$ cat src/logic/acr_map.vh
/*
 * Constants of the converter computation register block: register
 * indices, field positions, reset values and mode codes.
 * Assumes an APB slave that places register index i at byte address 4*i.
 */
`ifndef ACR_MAP_VH
`define ACR_MAP_VH

// ----------------------------------------------------------------
// register indices (byte address is four times the index)
// ----------------------------------------------------------------
`define ACR_IDX_LTH    10'h08C
`define ACR_IDX_UTH    10'h08E
`define ACR_IDX_ERR    10'h090
`define ACR_IDX_STPT   10'h092
`define ACR_IDX_FLTR   10'h094
`define ACR_IDX_ACC    10'h096
`define ACR_IDX_CNT    10'h099
`define ACR_IDX_RPT    10'h09A
`define ACR_IDX_PREV   10'h09B
`define ACR_IDX_RES    10'h09D
`define ACR_IDX_CTRL   10'h0A0
`define ACR_IDX_STAT   10'h0A1

// ----------------------------------------------------------------
// control register fields
// ----------------------------------------------------------------
`define ACR_CTRL_GO    0
`define ACR_CTRL_FMT   1
`define ACR_CTRL_PREVIOUS_SOURCE_SELECT  2
`define ACR_CTRL_MD_LO 4
`define ACR_CTRL_CRS_LO 8
`define ACR_CTRL_ERROR_SELECT_A_LO 12
`define ACR_CTRL_TMD_LO 16
`define ACR_CTRL_RST   19'h00000

// ----------------------------------------------------------------
// status register fields
// ----------------------------------------------------------------
`define ACR_STAT_LOWER_THRESHOLD_FLAG  0
`define ACR_STAT_UPPER_THRESHOLD_FLAG  1
`define ACR_STAT_TIF   2

// ----------------------------------------------------------------
// computation modes
// ----------------------------------------------------------------
`define ACR_MD_BASIC   3'h0
`define ACR_MD_ACC     3'h1
`define ACR_MD_AVG     3'h2
`define ACR_MD_BURST   3'h3
`define ACR_MD_LPF     3'h4

// ----------------------------------------------------------------
// error calculation selects
// ----------------------------------------------------------------
`define ACR_ERROR_SELECT_A_RES_PREV  3'h0
`define ACR_ERROR_SELECT_A_RES_STPT  3'h1
`define ACR_ERROR_SELECT_A_RES_FLTR  3'h2
`define ACR_ERROR_SELECT_A_FLTR_STPT 3'h3
`define ACR_ERROR_SELECT_A_FLTR_PREV 3'h4

// ----------------------------------------------------------------
// threshold interrupt modes
// ----------------------------------------------------------------
`define ACR_TMD_NEVER   3'h0
`define ACR_TMD_LT_LO   3'h1
`define ACR_TMD_GE_LO   3'h2
`define ACR_TMD_INSIDE  3'h3
`define ACR_TMD_OUTSIDE 3'h4
`define ACR_TMD_LE_HI   3'h5
`define ACR_TMD_GT_HI   3'h6
`define ACR_TMD_ALWAYS  3'h7

// ----------------------------------------------------------------
// reset values
// ----------------------------------------------------------------
`define ACR_THR_RST    16'h0000
`define ACR_PREVH_RST  8'h00

`endif

$ cat src/logic/acr_regs.v
/*
 * Post-conversion computation registers of the converter: thresholds,
 * setpoint, error, filter, accumulator, repeat counter, previous and
 * current result, with an APB4 slave for software.
 * Assumes the conversion engine gives a one-cycle start pulse per
 * trigger and a one-cycle done pulse with the 12-bit sample, both
 * synchronous to pclk.
 */
`include "acr_map.vh"

module acr_regs #(
    parameter SAMPLE_W = 12
) (
    input wire pclk,
    input wire presetn,
    input wire psel,
    input wire penable,
    input wire pwrite,
    input wire [11:0] paddr,
    input wire [31:0] pwdata,
    input wire [3:0] pstrb,
    output reg [31:0] prdata,
    output wire pready,
    output wire pslverr,
    input wire conv_start,
    input wire conv_done,
    input wire [SAMPLE_W-1:0] conv_sample,
    output wire conv_go,
    output wire threshold_interrupt_flag
);

    // ------------------------------------------------------------
    // helpers
    // ------------------------------------------------------------

    // merge the strobed byte lanes of a write into a stored word
    // lanes with a clear strobe keep their old byte
    function [31:0] lane_merge;
        input [31:0] old_v;
        input [31:0] new_v;
        input [3:0] strb;
        integer i;
        begin
            lane_merge = old_v;
            for (i = 0; i < 4; i = i + 1)
            begin
                if (strb[i])
                    lane_merge[i*8 +: 8] = new_v[i*8 +: 8];
            end
        end
    endfunction

    // arithmetic right shift of the accumulator to 16 bits
    // three select bits give a shift of zero to seven places
    function [15:0] acc_shift;
        input [17:0] acc_v;
        input [2:0] sh;
        reg signed [17:0] tmp;
        begin
            tmp = $signed(acc_v) >>> sh;
            acc_shift = tmp[15:0];
        end
    endfunction

    // ------------------------------------------------------------
    // storage
    // ------------------------------------------------------------
    // no reset marks a register left unknown after presetn on
    // purpose: presetn is a warm reset here, so software writes
    // them or runs a conversion before trusting them
    reg [15:0] lth_r; // lower threshold
    reg [15:0] uth_r; // upper threshold
    reg [15:0] stpt_r; // setpoint
    reg [15:0] err_r; // error, no reset
    reg [15:0] fltr_r; // filter output, no reset
    reg [17:0] acc_r; // accumulator, no reset
    reg [7:0] cnt_r; // repeat counter, no reset
    reg [7:0] rpt_r; // repeat setting
    reg [7:0] prevh_r; // previous result upper byte
    reg [7:0] prevl_r; // previous result lower byte, no reset
    reg [15:0] res_r; // sample result, no reset
    reg [18:0] ctrl_r; // control fields
    reg [2:0] stat_r; // threshold flags
    reg batch_new_r; // next sample starts a new batch

    // control field views
    wire go = ctrl_r[`ACR_CTRL_GO];
    wire fmt = ctrl_r[`ACR_CTRL_FMT];
    wire previous_source_select = ctrl_r[`ACR_CTRL_PREVIOUS_SOURCE_SELECT];
    wire [2:0] md = ctrl_r[`ACR_CTRL_MD_LO +: 3];
    wire [2:0] shift_select = ctrl_r[`ACR_CTRL_CRS_LO +: 3];
    wire [2:0] error_select_a = ctrl_r[`ACR_CTRL_ERROR_SELECT_A_LO +: 3];
    wire [2:0] threshold_mode_select = ctrl_r[`ACR_CTRL_TMD_LO +: 3];

    // stored words with the strobed lanes of pwdata merged in;
    // each register keeps only its own low bits of the word
    wire [31:0] lth_m = lane_merge({16'h0000, lth_r}, pwdata, pstrb);
    wire [31:0] uth_m = lane_merge({16'h0000, uth_r}, pwdata, pstrb);
    wire [31:0] stpt_m = lane_merge({16'h0000, stpt_r}, pwdata, pstrb);
    wire [31:0] ctrl_m = lane_merge({13'h0000, ctrl_r}, pwdata, pstrb);
    wire [31:0] res_m = lane_merge({16'h0000, res_r}, pwdata, pstrb);

    // ------------------------------------------------------------
    // apb decode
    // ------------------------------------------------------------
    // address bits 1:0 are ignored; every register is one word
    wire [9:0] idx = paddr[11:2]; // register index
    wire setup = psel & ~penable; // setup phase
    wire access = psel & penable; // access phase, zero wait
    wire wr_en = access & pwrite & ~pslverr; // write commit
    reg mapped; // index hits a register

    // which indices exist
    // anything else is refused with pslverr and reads as zero
    always @*
    begin
        case (idx)
            `ACR_IDX_LTH, `ACR_IDX_UTH, `ACR_IDX_ERR, `ACR_IDX_STPT,
            `ACR_IDX_FLTR, `ACR_IDX_ACC, `ACR_IDX_CNT, `ACR_IDX_RPT,
            `ACR_IDX_PREV, `ACR_IDX_RES, `ACR_IDX_CTRL, `ACR_IDX_STAT:
                mapped = 1'b1;
            default:
                mapped = 1'b0;
        endcase
    end

    // zero wait states: the answer comes in the first access
    // cycle, so pready is never low while psel and penable stand
    assign pready = access;
    assign pslverr = access & ~mapped; // unmapped answers error

    // per-register write strobes
    // error, filter and previous get no strobe: a write there
    // only completes the transfer
    wire wr_lth = wr_en & (idx == `ACR_IDX_LTH);
    wire wr_uth = wr_en & (idx == `ACR_IDX_UTH);
    wire wr_stpt = wr_en & (idx == `ACR_IDX_STPT);
    wire wr_acc = wr_en & (idx == `ACR_IDX_ACC) & ~go;
    wire wr_cnt = wr_en & (idx == `ACR_IDX_CNT);
    wire wr_rpt = wr_en & (idx == `ACR_IDX_RPT);
    wire wr_res = wr_en & (idx == `ACR_IDX_RES);
    wire wr_ctrl = wr_en & (idx == `ACR_IDX_CTRL);
    wire wr_stat = wr_en & (idx == `ACR_IDX_STAT);

    // ------------------------------------------------------------
    // computation datapath
    // ------------------------------------------------------------
    // all of this settles in the cycle of conv_done and is stored
    // at its edge; nothing is held in a pipeline
    wire [15:0] samp16 = {{(16-SAMPLE_W){1'b0}}, conv_sample};
    wire [17:0] samp18 = {{(18-SAMPLE_W){1'b0}}, conv_sample};
    // aligned result word
    wire [15:0] res_algn = fmt ? samp16 :
        {conv_sample, {(16-SAMPLE_W){1'b0}}};
    wire rep_mode = (md == `ACR_MD_AVG) | (md == `ACR_MD_BURST) |
        (md == `ACR_MD_LPF);
    wire cnt_hit = (cnt_r == rpt_r);
    wire check = conv_done & (~rep_mode | cnt_hit);
    reg [17:0] acc_nxt; // accumulator after this sample
    reg [15:0] err_nxt; // error from this sample
    reg [17:0] acc_base; // accumulator before adding
    // signed on its own so the shift copies the sign bit; inside
    // the unsigned sum below it would shift in zeros
    wire signed [17:0] acc_decay = $signed(acc_r) >>> shift_select;
    wire [15:0] fltr_nxt = acc_shift(acc_nxt, shift_select);
    wire [15:0] prev_v = {prevh_r, prevl_r};

    // accumulate or filter the incoming sample
    // average and burst restart from zero at a new batch; basic
    // mode leaves the accumulator alone
    always @*
    begin
        acc_base = (batch_new_r & ((md == `ACR_MD_AVG) |
            (md == `ACR_MD_BURST))) ? 18'h00000 : acc_r;
        case (md)
            `ACR_MD_BASIC:
                acc_nxt = acc_r;
            `ACR_MD_LPF:
                // first-order low-pass: acc += x - acc/2^crs
                acc_nxt = acc_r + samp18 - acc_decay;
            default:
                acc_nxt = acc_base + samp18;
        endcase
    end

    // error calculation per select
    // the raw sample is taken right-aligned whatever the format,
    // so left alignment scales only a previous value taken from the result
    always @*
    begin
        case (error_select_a)
            `ACR_ERROR_SELECT_A_RES_PREV:
                err_nxt = samp16 - prev_v;
            `ACR_ERROR_SELECT_A_RES_STPT:
                err_nxt = samp16 - stpt_r;
            `ACR_ERROR_SELECT_A_RES_FLTR:
                err_nxt = samp16 - fltr_nxt;
            `ACR_ERROR_SELECT_A_FLTR_STPT:
                err_nxt = fltr_nxt - stpt_r;
            `ACR_ERROR_SELECT_A_FLTR_PREV:
                err_nxt = fltr_nxt - prev_v;
            default:
                err_nxt = samp16 - prev_v;
        endcase
    end

    // signed threshold tests
    // an unsigned compare would rank a negative error above
    // every positive threshold
    wire lt_lo = $signed(err_nxt) < $signed(lth_r);
    wire gt_hi = $signed(err_nxt) > $signed(uth_r);
    reg thr_met; // selected condition holds

    // pick the interrupting condition
    // lower and upper flags follow every check whatever the mode;
    // only the interrupt flag depends on it
    always @*
    begin
        case (threshold_mode_select)
            `ACR_TMD_NEVER: thr_met = 1'b0;
            `ACR_TMD_LT_LO: thr_met = lt_lo;
            `ACR_TMD_GE_LO: thr_met = ~lt_lo;
            `ACR_TMD_INSIDE: thr_met = ~lt_lo & ~gt_hi;
            `ACR_TMD_OUTSIDE: thr_met = lt_lo | gt_hi;
            `ACR_TMD_LE_HI: thr_met = ~gt_hi;
            `ACR_TMD_GT_HI: thr_met = gt_hi;
            default: thr_met = 1'b1;
        endcase
    end

    // ------------------------------------------------------------
    // software registers with reset
    // ------------------------------------------------------------
    always @(posedge pclk or negedge presetn)
    begin
        if (!presetn)
        begin
            lth_r <= `ACR_THR_RST;
            uth_r <= `ACR_THR_RST;
            stpt_r <= `ACR_THR_RST;
            rpt_r <= 8'h00;
            prevh_r <= `ACR_PREVH_RST;
            ctrl_r <= `ACR_CTRL_RST;
            stat_r <= 3'h0;
            batch_new_r <= 1'b1;
        end
        else
        begin
            // byte-lane writes
            if (wr_lth)
                lth_r <= lth_m[15:0];
            if (wr_uth)
                uth_r <= uth_m[15:0];
            if (wr_stpt)
                stpt_r <= stpt_m[15:0];
            if (wr_rpt && pstrb[0])
                rpt_r <= pwdata[7:0];
            // control: software writes, engine done clears go; a
            // write that leaves lane 0 alone must not undo the clear
            if (wr_ctrl)
                ctrl_r <= ctrl_m[18:0];
            if (conv_done && !(wr_ctrl && pstrb[0]))
                ctrl_r[`ACR_CTRL_GO] <= 1'b0;
            // previous result upper byte at conversion start
            // both bytes sample the same source at the same edge
            if (conv_start)
                prevh_r <= previous_source_select ? fltr_r[15:8] : res_r[15:8];
            // lower and upper flags follow each check; sticky interrupt flag: hardware set wins over clear
            // a clear in the cycle of a new hit is lost, by intent
            if (check)
            begin
                stat_r[`ACR_STAT_LOWER_THRESHOLD_FLAG] <= lt_lo;
                stat_r[`ACR_STAT_UPPER_THRESHOLD_FLAG] <= gt_hi;
            end
            if (check && thr_met)
                stat_r[`ACR_STAT_TIF] <= 1'b1;
            else if (wr_stat && pstrb[0] && pwdata[`ACR_STAT_TIF])
                stat_r[`ACR_STAT_TIF] <= 1'b0;
            // batch boundary for averaging modes
            if (conv_done)
                batch_new_r <= check;
        end
    end

    // ------------------------------------------------------------
    // registers that keep contents across system reset
    // ------------------------------------------------------------
    // no reset branch: these survive presetn and come up unknown
    // at power-on; a check in average, burst or low-pass mode clears the counter, a software write loads it
    always @(posedge pclk)
    begin
        // repeat counter
        // a hit at done clears it, the next trigger counts one
        if (wr_cnt && pstrb[0])
            cnt_r <= pwdata[7:0];
        else if (conv_done && rep_mode && cnt_hit)
            cnt_r <= 8'h00;
        else if (conv_start)
            cnt_r <= cnt_r + 8'h01;
        // previous result lower byte
        if (conv_start)
            prevl_r <= previous_source_select ? fltr_r[7:0] : res_r[7:0];
        // result: engine sample or software write
        if (conv_done)
            res_r <= res_algn;
        else if (wr_res)
            res_r <= res_m[15:0];
        // accumulator: engine or idle-time software write
        // the engine wins in a shared cycle; lane 2 keeps only
        // bits 17:16, the sign copies above are made on read
        if (conv_done)
            acc_r <= acc_nxt;
        else if (wr_acc)
        begin
            if (pstrb[0])
                acc_r[7:0] <= pwdata[7:0];
            if (pstrb[1])
                acc_r[15:8] <= pwdata[15:8];
            if (pstrb[2])
                acc_r[17:16] <= pwdata[17:16];
        end
        // filter updated only by computation
        // basic mode leaves the last filter value untouched
        if (conv_done && md != `ACR_MD_BASIC)
            fltr_r <= fltr_nxt;
        // error updated at each threshold check
        if (check)
            err_r <= err_nxt;
    end

    // ------------------------------------------------------------
    // read data, captured in the setup phase
    // ------------------------------------------------------------
    reg [31:0] rd_mux; // read selection

    always @*
    begin
        case (idx)
            `ACR_IDX_LTH: rd_mux = {16'h0000, lth_r};
            `ACR_IDX_UTH: rd_mux = {16'h0000, uth_r};
            `ACR_IDX_ERR: rd_mux = {16'h0000, err_r};
            `ACR_IDX_STPT: rd_mux = {16'h0000, stpt_r};
            `ACR_IDX_FLTR: rd_mux = {16'h0000, fltr_r};
            // sign copies in bits 23:18, zeros above
            `ACR_IDX_ACC: rd_mux = {8'h00, {6{acc_r[17]}}, acc_r};
            `ACR_IDX_CNT: rd_mux = {24'h000000, cnt_r};
            `ACR_IDX_RPT: rd_mux = {24'h000000, rpt_r};
            `ACR_IDX_PREV: rd_mux = {16'h0000, prevh_r, prevl_r};
            `ACR_IDX_RES: rd_mux = {16'h0000, res_r};
            `ACR_IDX_CTRL: rd_mux = {13'h0000, ctrl_r};
            `ACR_IDX_STAT: rd_mux = {29'h00000000, stat_r};
            default: rd_mux = 32'h00000000;
        endcase
    end

    // load read data at setup so it is stable in access
    // writes leave prdata alone, so it shows the last read until
    // the next read setup
    always @(posedge pclk or negedge presetn)
    begin
        if (!presetn)
            prdata <= 32'h00000000;
        else if (setup && !pwrite)
            prdata <= rd_mux;
    end

    // go and the interrupt flag leave the block straight from flops
    assign conv_go = go;
    assign threshold_interrupt_flag = stat_r[`ACR_STAT_TIF];

endmodule // acr_regs

$ cat config.mk
export PLATFORM = sky130hd
export DESIGN_NAME = acr_regs
export DESIGN_NICKNAME = d
export VERILOG_FILES = /design/src/logic/acr_regs.v
export VERILOG_INCLUDE_DIRS = /design/src /design/src/logic
export SDC_FILE = /design/constraint.sdc
export NUM_CORES = 1
export LEC_CHECK = 0
export BUFFER_PORTS_ARGS = -buffer_cell sky130_fd_sc_hd__buf_2
export CAP_MARGIN = 20
export CORE_ASPECT_RATIO = 1.75
export CORE_MARGIN = 1
export CORE_UTILIZATION = 25
export CTS_BUF_LIST = sky130_fd_sc_hd__clkbuf_4 sky130_fd_sc_hd__clkbuf_8
export DETAILED_ROUTE_END_ITERATION = 12
export PLACE_DENSITY = 0.42
export RECOVER_POWER = 25
export SETUP_SLACK_MARGIN = 0.05
export SLEW_MARGIN = 20
export SYNTH_ARGS = -nofsm -noshare
export SYNTH_HDL_FRONTEND = slang
export SYNTH_SLANG_ARGS = --single-unit
$ cat constraint.sdc
create_clock -name pclk -period 22.6 [get_ports pclk]
set_input_delay 4.52 -clock pclk [delete_from_list [all_inputs] [get_ports pclk]]
set_output_delay 4.52 -clock pclk [all_outputs]
set_load 0.01 [all_outputs]
# == Yosys cells after proc, flatten, opt, wreduce, memory -nomap -nowiden ==
# Index checks and enable logic that the tools add are counted.
# word_totals
reg_bits,201
input_bits,67
output_inout_bits,36
elab_cells,158
# classes
n_addsub,9
n_lt_le_gt_ge,2
eq_ne,26
shift,2
muxes,24
bitwise,29
reduce_logical,41
# op_table
op,count
24-bit one-hot mux with 12 select lines,1
10-bit by 8-bit == test with 1-bit output (second input constant),12
16-bit one-hot mux with 4 select lines,1
8-bit two-way mux,7
18-bit two-way mux,3
16-bit two-way mux,3
12-bit by 16-bit subtractor with 16-bit output,3
18-bit by 12-bit adder with 18-bit output,2
18-bit one-hot mux with 2 select lines,1
16-bit subtractor,2
2-bit AND reduction,15
1-bit AND,18
3-bit by 2-bit == test with 1-bit output (second input constant),6
18-bit by 3-bit >>> shifter with 16-bit output,1
18-bit by 3-bit >>> shifter with 18-bit output,1
18-bit subtractor,1
16-bit > comparator,1
16-bit less-than comparator,1
2-bit nonzero test,8
3-bit == test (second input constant),5
12-bit OR reduction,1
1-bit logical AND,11
8-bit by 1-bit adder with 8-bit output (second input constant),1
8-bit == test,1
9 further kinds,27

# == Depth between registers and ports, before layout ==
# Gate-level depths: netlist (run 1).
# depth
depth_word,15
depth_mapped,48
depth_no_buf,46

# == Worst setup path before layout (run 1) ==
# OpenSTA, ideal clock, no wires.
# synth_timing
path_kind,in2reg
start,in conv_sample[1]
end,reg stat_r[2]
setup_time_ns,0.121
arrival_ns,11.710
t_required_ns,22.479
setup_slack_ns,10.768
cell_stages,32
n_path_buf,0
path_cell_list,inv_1 fa_1 inv_1 fa_1 a211oi_1 o21ai_2 and3_2 o311ai_0 o21ai_0 mux4_2 mux2i_1 o22a_1 o22ai_1 fa_1 a21o_1 a21oi_1 o21bai_1 a21oi_1 inv_1 a21oi_1 o21ai_0 o41a_1 xnor2_1 mux2_2 ha_1 nand4_1 or2_2 o311ai_0 o21ai_0 a32o_1 a311o_1 a22o_1
# synth_via
elab_chain_cells,12
word_cells_on_any_way,21
cone_classes,add/sub: 8; order compare: 2; shift: 1; mux: 4; bitwise: 4; reduce/logical: 2
# synth_lines
element,line_no,source
start: declaration,acr_regs.v:27,"input wire [SAMPLE_W-1:0] conv_sample,"
18-bit by 12-bit adder with 18-bit output,acr_regs.v:180,acc_nxt = acc_r + samp18 - acc_decay;
18-bit subtractor,acr_regs.v:180,
18-bit one-hot mux with 2 select lines *,acr_regs.v:175,case (md)
18-bit by 3-bit >>> shifter with 16-bit output *,acr_regs.v:60,tmp = $signed(acc_v) >>> sh;
via fltr_nxt[1],acr_regs.v:165,"wire [15:0] fltr_nxt = acc_shift(acc_nxt, shift_select);"
"16-bit subtractor, or another cell as far along",acr_regs.v:201,err_nxt = fltr_nxt - prev_v;
16-bit one-hot mux with 4 select lines *,acr_regs.v:191,case (error_select_a)
via err_nxt[12],acr_regs.v:160,reg [15:0] err_nxt;
16-bit less-than comparator or 16-bit > comparator (tied branches),"acr_regs.v:210, acr_regs.v:211",
1-bit NOT (on tied branches),"acr_regs.v:222, acr_regs.v:223, acr_regs.v:225",
1-bit AND,acr_regs.v:223,`ACR_TMD_INSIDE: thr_met = ~lt_lo & ~gt_hi;
1-bit one-hot mux with 7 select lines *,acr_regs.v:219,case (threshold_mode_select)
1-bit logical AND *,acr_regs.v:275,if (check && thr_met)
1-bit two-way mux or 2-bit nonzero test (tied branches),n/a,
end signal: indexed assignment,acr_regs.v:272,stat_r[`ACR_STAT_LOWER_THRESHOLD_FLAG] <= lt_lo;
end signal: indexed assignment,acr_regs.v:273,stat_r[`ACR_STAT_UPPER_THRESHOLD_FLAG] <= gt_hi;
end: declaration,acr_regs.v:83,reg [2:0] stat_r;
# The timed path passes the listed nets; every way through them passes the cells marked *.
# A chain may end at the register's enable or synchronous reset.

# == Final worst setup path (run 1) ==
# Same ends and word-level chain as after synthesis.

==> results.yml, run 1 <==
run_status:
  status: "complete, but fails checks"
  failed_checks: "capacitance limit, slew limit"
synth:
  synthDominantCellAreaShare_pct: 17.7
  synth_cells: 1624
  yosys_register_bits: 189
  syn-cell-area_um2: 14900
  ys_types: 92
  synth_ff_type: "dfrtp_1"
  avgSynthCellArea_um2: 9.21
  yosysSeqAreaShare_pct: 34.4
  synth-edff-count: 82
  yosysTopAreaCell: "dfrtp_1"
  ys_warn_count: 0
  async_flop_share_pct: 56.6
  synth_area_leaders: "dfrtp_1, edfxtp_1, ha_1"
setup_path:
  path_delay_family: "compound AO/OA/AOI/OAI gates"
  startpoint_type: "input port"
  crit_path_max_incr_delay_ns: 0.82
  critPathMaxFanout: 6
  reg2regPathDepth: 34
  crit_type: "input port to flip-flop"
  cp_slowest_cell: "a2111oi_0"
  worstPathArrival_ns: 13.90
  crit_buf_inv: 3
  crit_cells: 32
  end_kind: "flip-flop"
  cp_data_required_time_ns: 23.05
sta:
  tightest_slew_ns: 2.77
  period_minus_slack_ns: 13.45
  hold_violations: 0
  finalSetupViolCount: 0
  fin_skew_ns: 0.0227
  slew-limit-headroom_pct: -84.7
  hold_slack_ns: 0.503
  max_freq_ghz: 0.0744
  rsz0062_at_grt: "no"
  tns_ns: 0
  post-route-period-util_pct: 59.5
  slew_violations: 157
finish:
  nNetsFinal: 1844
  drive_gt1_share_pct: 14.1
  syn2layout_area_growth_pct: 10.7
  n_fill_cell: 6296
  mostFrequentLayoutCells: "nand2_1, nor2_1, inv_1"
  final_common_cell: "nand2_1"
  postLayoutCellArea_um2: 16500
route:
  num_vias: 12924
  dr.pass1.iters: 7
  post_drt_via_cell_ratio: 5.26
  drtIter0Drc: 810
  remaining_drc_errors: 0
  ant_nets: 0
  routedWlPerCell_um: 24.4
  wl_um: 59900
die:
  die_w_um: 187
  rows: 118
  core-area_um2: 59200
  ios: 103
  die_h_um: 325
  initial_core_util_pct: 25.3
  dieArea_um2: 60800
hold_path:
  hold_path_class: "flip-flop to flip-flop"
  holdPathStages: 2
power:
  cellPowerDensity_nw_per_um2: 56.7
  power_frac_comb_pct: 29.6
  netSwitchingFraction_pct: 35.1
  cellLeakagePower_nw: 6.78
  intPower_uw: 609
  share_seq_of_total_power_pct: 43.2
  clkPwrFrac_pct: 27.2
  power_uw: 938
  switchingPower_uw: 329
  ir_worst_vdd_mv: 0.0326
place:
  placed_area_um2: 16100
  gpl.final_weighted_congestion: 0.888
  port_buffers: 78
  dp_hpwl_um: 47700
clocking:
  cts.path.max_buffers: 3
  cts_tree: "yes"
  cts.sinks: 189
  cts-root-buf: "clkbuf_8"
  post_cts_buffers: 0
  insertion_delay_ns: 0.57
  clk_pin_slew_ns: 0.10
  ctsHtreeMaxLevel: 4
  cts_buffers: 25
  cts_resized: 0
  hold_buffers: 0
global_route:
  overflow: 0
  grt_usage_pct: 19.8
  grt_pass1_wl_um: 88500
  grt_max_degree: 49
  grt_pass1_vias: 13673
  antenna_found_initial: 1
job:
  drv_cap: 5
==> cells by family after synthesis <==
kind of cell	Yosys count	synth area share, %
simple gates	451	14.5
compound gates	450	20.1
buf+inv	204	5.82
flops	189	34.4
mux	160	11.8
fa+ha+maj	109	9.88
xor+xnor	60	3.52
other cells	1	0.0251
==> layer usage <==
layer  wire [um]  vias up  global-route usage (%)
met5           0        -                       0
li1            -     6025                       -
met2       33100      294                    38.8
met4        2500        0                    9.28
met1       22800     6505                    20.9
met3        1520      100                    1.67
==> worst register-to-register path: cells and delay by family (launching register included) <==
kind	cells	cell delay, ns
AND/OR/NAND/NOR	5	0.99
XOR/XNOR	1	0.21
flip-flops	1	0.34
adder cells (fa/ha/maj)	4	1.55
multiplexers	3	1.25
buffers and inverters	3	1.07
AO/OA/AOI/OAI	18	5.68
==> worst paths after layout <==
| kind | end | startpoint | slack (ns) |
|---|---|---|---|
| worst max-delay path | stat_r[2]$_DFFE_PN0P_ | conv_sample[1] | 9.15 |
| worst min-delay path | ctrl_r[7]$_DFFE_PN0P_ | ctrl_r[7]$_DFFE_PN0P_ | 0.50 |
| worst max register to register | stat_r[2]$_DFFE_PN0P_ | ctrl_r[9]$_DFFE_PN0P_ | 11.39 |
| worst min register to register | ctrl_r[7]$_DFFE_PN0P_ | ctrl_r[7]$_DFFE_PN0P_ | 0.50 |
| max in group asynchronous | uth_r[6]$_DFFE_PN0P_ | presetn | 14.62 |
| min in group asynchronous | uth_r[12]$_DFFE_PN0P_ | presetn | 4.50 |
==> flip-flops by register name, indices dropped and copies added, names as in the netlist <==
register	count
ctrl_r	19
err_r	16
stpt_r	16
uth_r	16
fltr_r	16
prevh_r	8
prdata	20
rpt_r	8
res_r	16
batch_new_r	1
lth_r	16
prevl_r	8
cnt_r	8
stat_r	3
acc_r	18
==> cell type report <==
type	instances	area (um^2)	share of cell area, %
multi-input cells	1238	9020	54.5
flip-flops and latches	189	5140	31.1
well taps	780	976	5.90
repair buffers	105	579	3.50
inverters	109	409	2.47
clock buffers	30	382	2.31
clock inverters	3	38.8	0.234
diodes	2	5.00	0.0302
==> stage by stage <==
| stage | utilization (%) | worst slack [ns] | cells |
|---|---|---|---|
| floorplan | - | 10.77 | 1631 |
| global placement | 27.3 | 8.59 | 2421 |
| detailed placement | 27.3 | 8.54 | 2421 |
| CTS | 28.0 | 9.11 | 2454 |
| global route | 27.9 | 8.56 | 2455 |
| finish | 27.9 | 9.15 | 2456 |
==> power groups by stage <==
| stage | combinational, mW | sequential, mW | clock, mW |
|---|---|---|---|
| floorplan | 0.182 | 0.403 | 0 |
| global placement | 0.274 | 0.411 | 0 |
| detailed placement | 0.277 | 0.412 | 0 |
| CTS | 0.279 | 0.405 | 0.263 |
| global route | 0.306 | 0.407 | 0.273 |
| finish | 0.278 | 0.405 | 0.255 |
==> synth_stat cells (4+ instances only) <==
cell / n
and3_1: 16
dfrtp_1: 106
mux2_2: 67
nor3_2: 4
a31oi_1: 16
nor3_1: 16
buf_4: 12
a21oi_1: 105
edfxtp_1: 82
o21a_1: 19
mux2i_1: 82
or3_1: 10
nand2_1: 153
fa_1: 15
ha_1: 94
nor4_1: 8
inv_1: 109
mux2_1: 5
a21o_1: 26
and2_1: 17
nand2b_1: 11
a221oi_1: 24
o211a_1: 4
a211oi_1: 12
o21ai_0: 106
o211ai_1: 18
nor3b_1: 12
nand3b_1: 4
nand4_1: 8
xnor2_1: 30
xor2_1: 30
o22ai_1: 9
or2_2: 4
mux4_2: 6
o21ai_1: 5
nand3_1: 27
o31ai_1: 12
o22a_1: 4
a22oi_1: 32
clkbuf_1: 67
nor2b_1: 14
a222oi_1: 21
buf_1: 7
nor2_1: 127
buf_6: 4
No activity file was read; power rests on OpenSTA's default activity.
==> run 2: changes to the inputs <==
--- a/config.mk
+++ b/config.mk
@@ -13,7 +13,7 @@
 export CORE_UTILIZATION = 25
 export CTS_BUF_LIST = sky130_fd_sc_hd__clkbuf_4 sky130_fd_sc_hd__clkbuf_8
 export DETAILED_ROUTE_END_ITERATION = 12
-export PLACE_DENSITY = 0.42
+export PLACE_DENSITY = 0.43
 export RECOVER_POWER = 25
 export SETUP_SLACK_MARGIN = 0.05
 export SLEW_MARGIN = 20
==> constraint.sdc (replaced) <==
create_clock -name pclk -period 10.9 [get_ports pclk]
set_input_delay 2.18 -clock pclk [delete_from_list [all_inputs] [get_ports pclk]]
set_output_delay 2.18 -clock pclk [all_outputs]
set_load 0.01 [all_outputs]
==> results.yml, run 2 (synthesis gave the netlist of run 1 again) <==
run_status:
  status: "complete, but fails checks"
  failed_checks: "capacitance limit, slew limit"
die:
  ios: 103
  rows: 118
  die_w_um: 187
  dieArea_um2: 60800
  core-area_um2: 59200
  die_h_um: 325
  initial_core_util_pct: 25.3
finish:
  nNetsFinal: 1920
  top_register: "prdata"
  final_common_cell: "nand2_1"
  drive_gt1_share_pct: 17.8
  syn2layout_area_growth_pct: 14.8
  n_fill_cell: 6293
  mostFrequentLayoutCells: "nand2_1, nor2_1, inv_1"
  postLayoutCellArea_um2: 17200
  largest_reg_flops: 20
  utilization_pct: 29.0
  fin_cells: 2531
  largestRegisters: "prdata: 20 flops, ctrl_r: 19 flops, acc_r: 18 flops"
place:
  port_buffers: 78
  dp.cells: 2497
  placed_area_um2: 16700
  dp_slack_ns: 0.0101
  gpl.final_weighted_congestion: 0.901
  dp_hpwl_um: 47900
job:
  drv_cap: 6
setup_path:
  worstPathArrival_ns: 10.77
  crit_path_max_incr_delay_ns: 0.56
  critPathMaxFanout: 3
  end_kind: "flip-flop"
  cp_data_required_time_ns: 11.39
  startpoint_type: "input port"
  cp_slowest_cell: "mux4_2"
  crit_type: "input port to flip-flop"
power:
  netSwitchingFraction_pct: 33.7
  cellLeakagePower_nw: 7.16
  power_mw: 2.04
  power_frac_comb_pct: 30.9
  ir_worst_vdd_mv: 0.0688
  clkPwrFrac_pct: 28.1
  share_seq_of_total_power_pct: 41.0
  cellPowerDensity_nw_per_um2: 119
  switchingPower_uw: 689
  intPower_mw: 1.35
global_route:
  overflow: 0
  grt_max_degree: 70
  grt_pass1_vias: 13889
  grt_usage_pct: 19.6
  antenna_found_initial: 1
  grt_pass1_wl_um: 87800
route:
  wl_met1_um: 22100
  routedWlPerCell_um: 23.6
  dr_wl_met2_um: 32900
  post_drt_via_cell_ratio: 5.27
  dr.pass1.iters: 8
  highest_layer: "met4"
  ant_nets: 0
  remaining_drc_errors: 0
  drtIter0Drc: 851
  wl_met3_um: 1750
  wl_um: 59700
  num_vias: 13328
sta:
  max_freq_ghz: 0.0972
  hold_violations: 0
  tns_ns: 0
  setup_ws_ns: 0.615
  post-route-period-util_pct: 94.4
  slew_violations: 188
  hold_slack_ns: 0.497
  period_minus_slack_ns: 10.28
  slew-limit-headroom_pct: -170
  fin_skew_ns: 0.0345
  tightest_slew_ns: 4.04
  rsz0062_at_grt: "no"
  finalSetupViolCount: 0
clocking:
  insertion_delay_ns: 0.56
  clk_pin_slew_ns: 0.10
  hold_buffers: 0
  cts-root-buf: "clkbuf_8"
  cts.path.max_buffers: 3
  post_cts_buffers: 0
  cts_buffers: 25
  cts.sinks: 189
  cts_tree: "yes"
  cts_resized: 0
  ctsHtreeMaxLevel: 4
hold_path:
  hold_path_class: "flip-flop to flip-flop"
run 2: cell types whose count changed in the layout (fill, tap and decap cells not counted), sizes merged:
cell    before  now
buf        100  175
bufinv       1    3
clkbuf      35   34
diode        2    1
run 2: worst max-delay path, delay by kind of cell:
family / cells / cell delay, ns
XOR/XNOR: 1 / 0.15
AND/OR/NAND/NOR: 3 / 0.63
buffers and inverters: 5 / 0.44
adder cells (fa/ha/maj): 4 / 1.73
AO/OA/AOI/OAI: 19 / 4.60
multiplexers: 3 / 1.00
run 2: worst paths after layout:
path	from	to	slack (ns)	cells after the start
max	conv_sample[1]	stat_r[2]$_DFFE_PN0P_	0.62	35
min	ctrl_r[7]$_DFFE_PN0P_	ctrl_r[7]$_DFFE_PN0P_	0.50	2
max reg2reg	ctrl_r[8]$_DFFE_PN0P_	stat_r[2]$_DFFE_PN0P_	0.73	36
min reg2reg	ctrl_r[7]$_DFFE_PN0P_	ctrl_r[7]$_DFFE_PN0P_	0.50	2
max in group asynchronous	presetn	ctrl_r[8]$_DFFE_PN0P_	3.41	2
min in group asynchronous	presetn	stpt_r[0]$_DFFE_PN0P_	2.37	1
run 2: cell type report:
type | count | area [um^2] | share of cell area (%)
diodes | 1 | 2.50 | 0.0146
clock buffers | 28 | 373 | 2.17
clock inverters | 5 | 97.6 | 0.569
inverters | 109 | 409 | 2.38
multi-input cells | 1238 | 9010 | 52.5
flip-flops and latches | 189 | 5140 | 30.0
well taps | 780 | 976 | 5.69
repair buffers | 181 | 1150 | 6.69
run 2: per-layer routing:
metal / vias up / global-route usage, %
met4: 0 / 11.1
met3: 112 / 1.47
met2: 383 / 38.0
met1: 6653 / 20.4
met5: - / 0
li1: 6180 / -
run 2: power groups by stage:
stage / Sequential (mW) / Clock [mW] / Combinational, mW
after floorplan: 0.835 / 0 / 0.377
after global placement: 0.851 / 0 / 0.625
after detailed placement: 0.851 / 0 / 0.630
after CTS: 0.837 / 0.592 / 0.635
after global routing: 0.842 / 0.614 / 0.695
final: 0.838 / 0.575 / 0.631
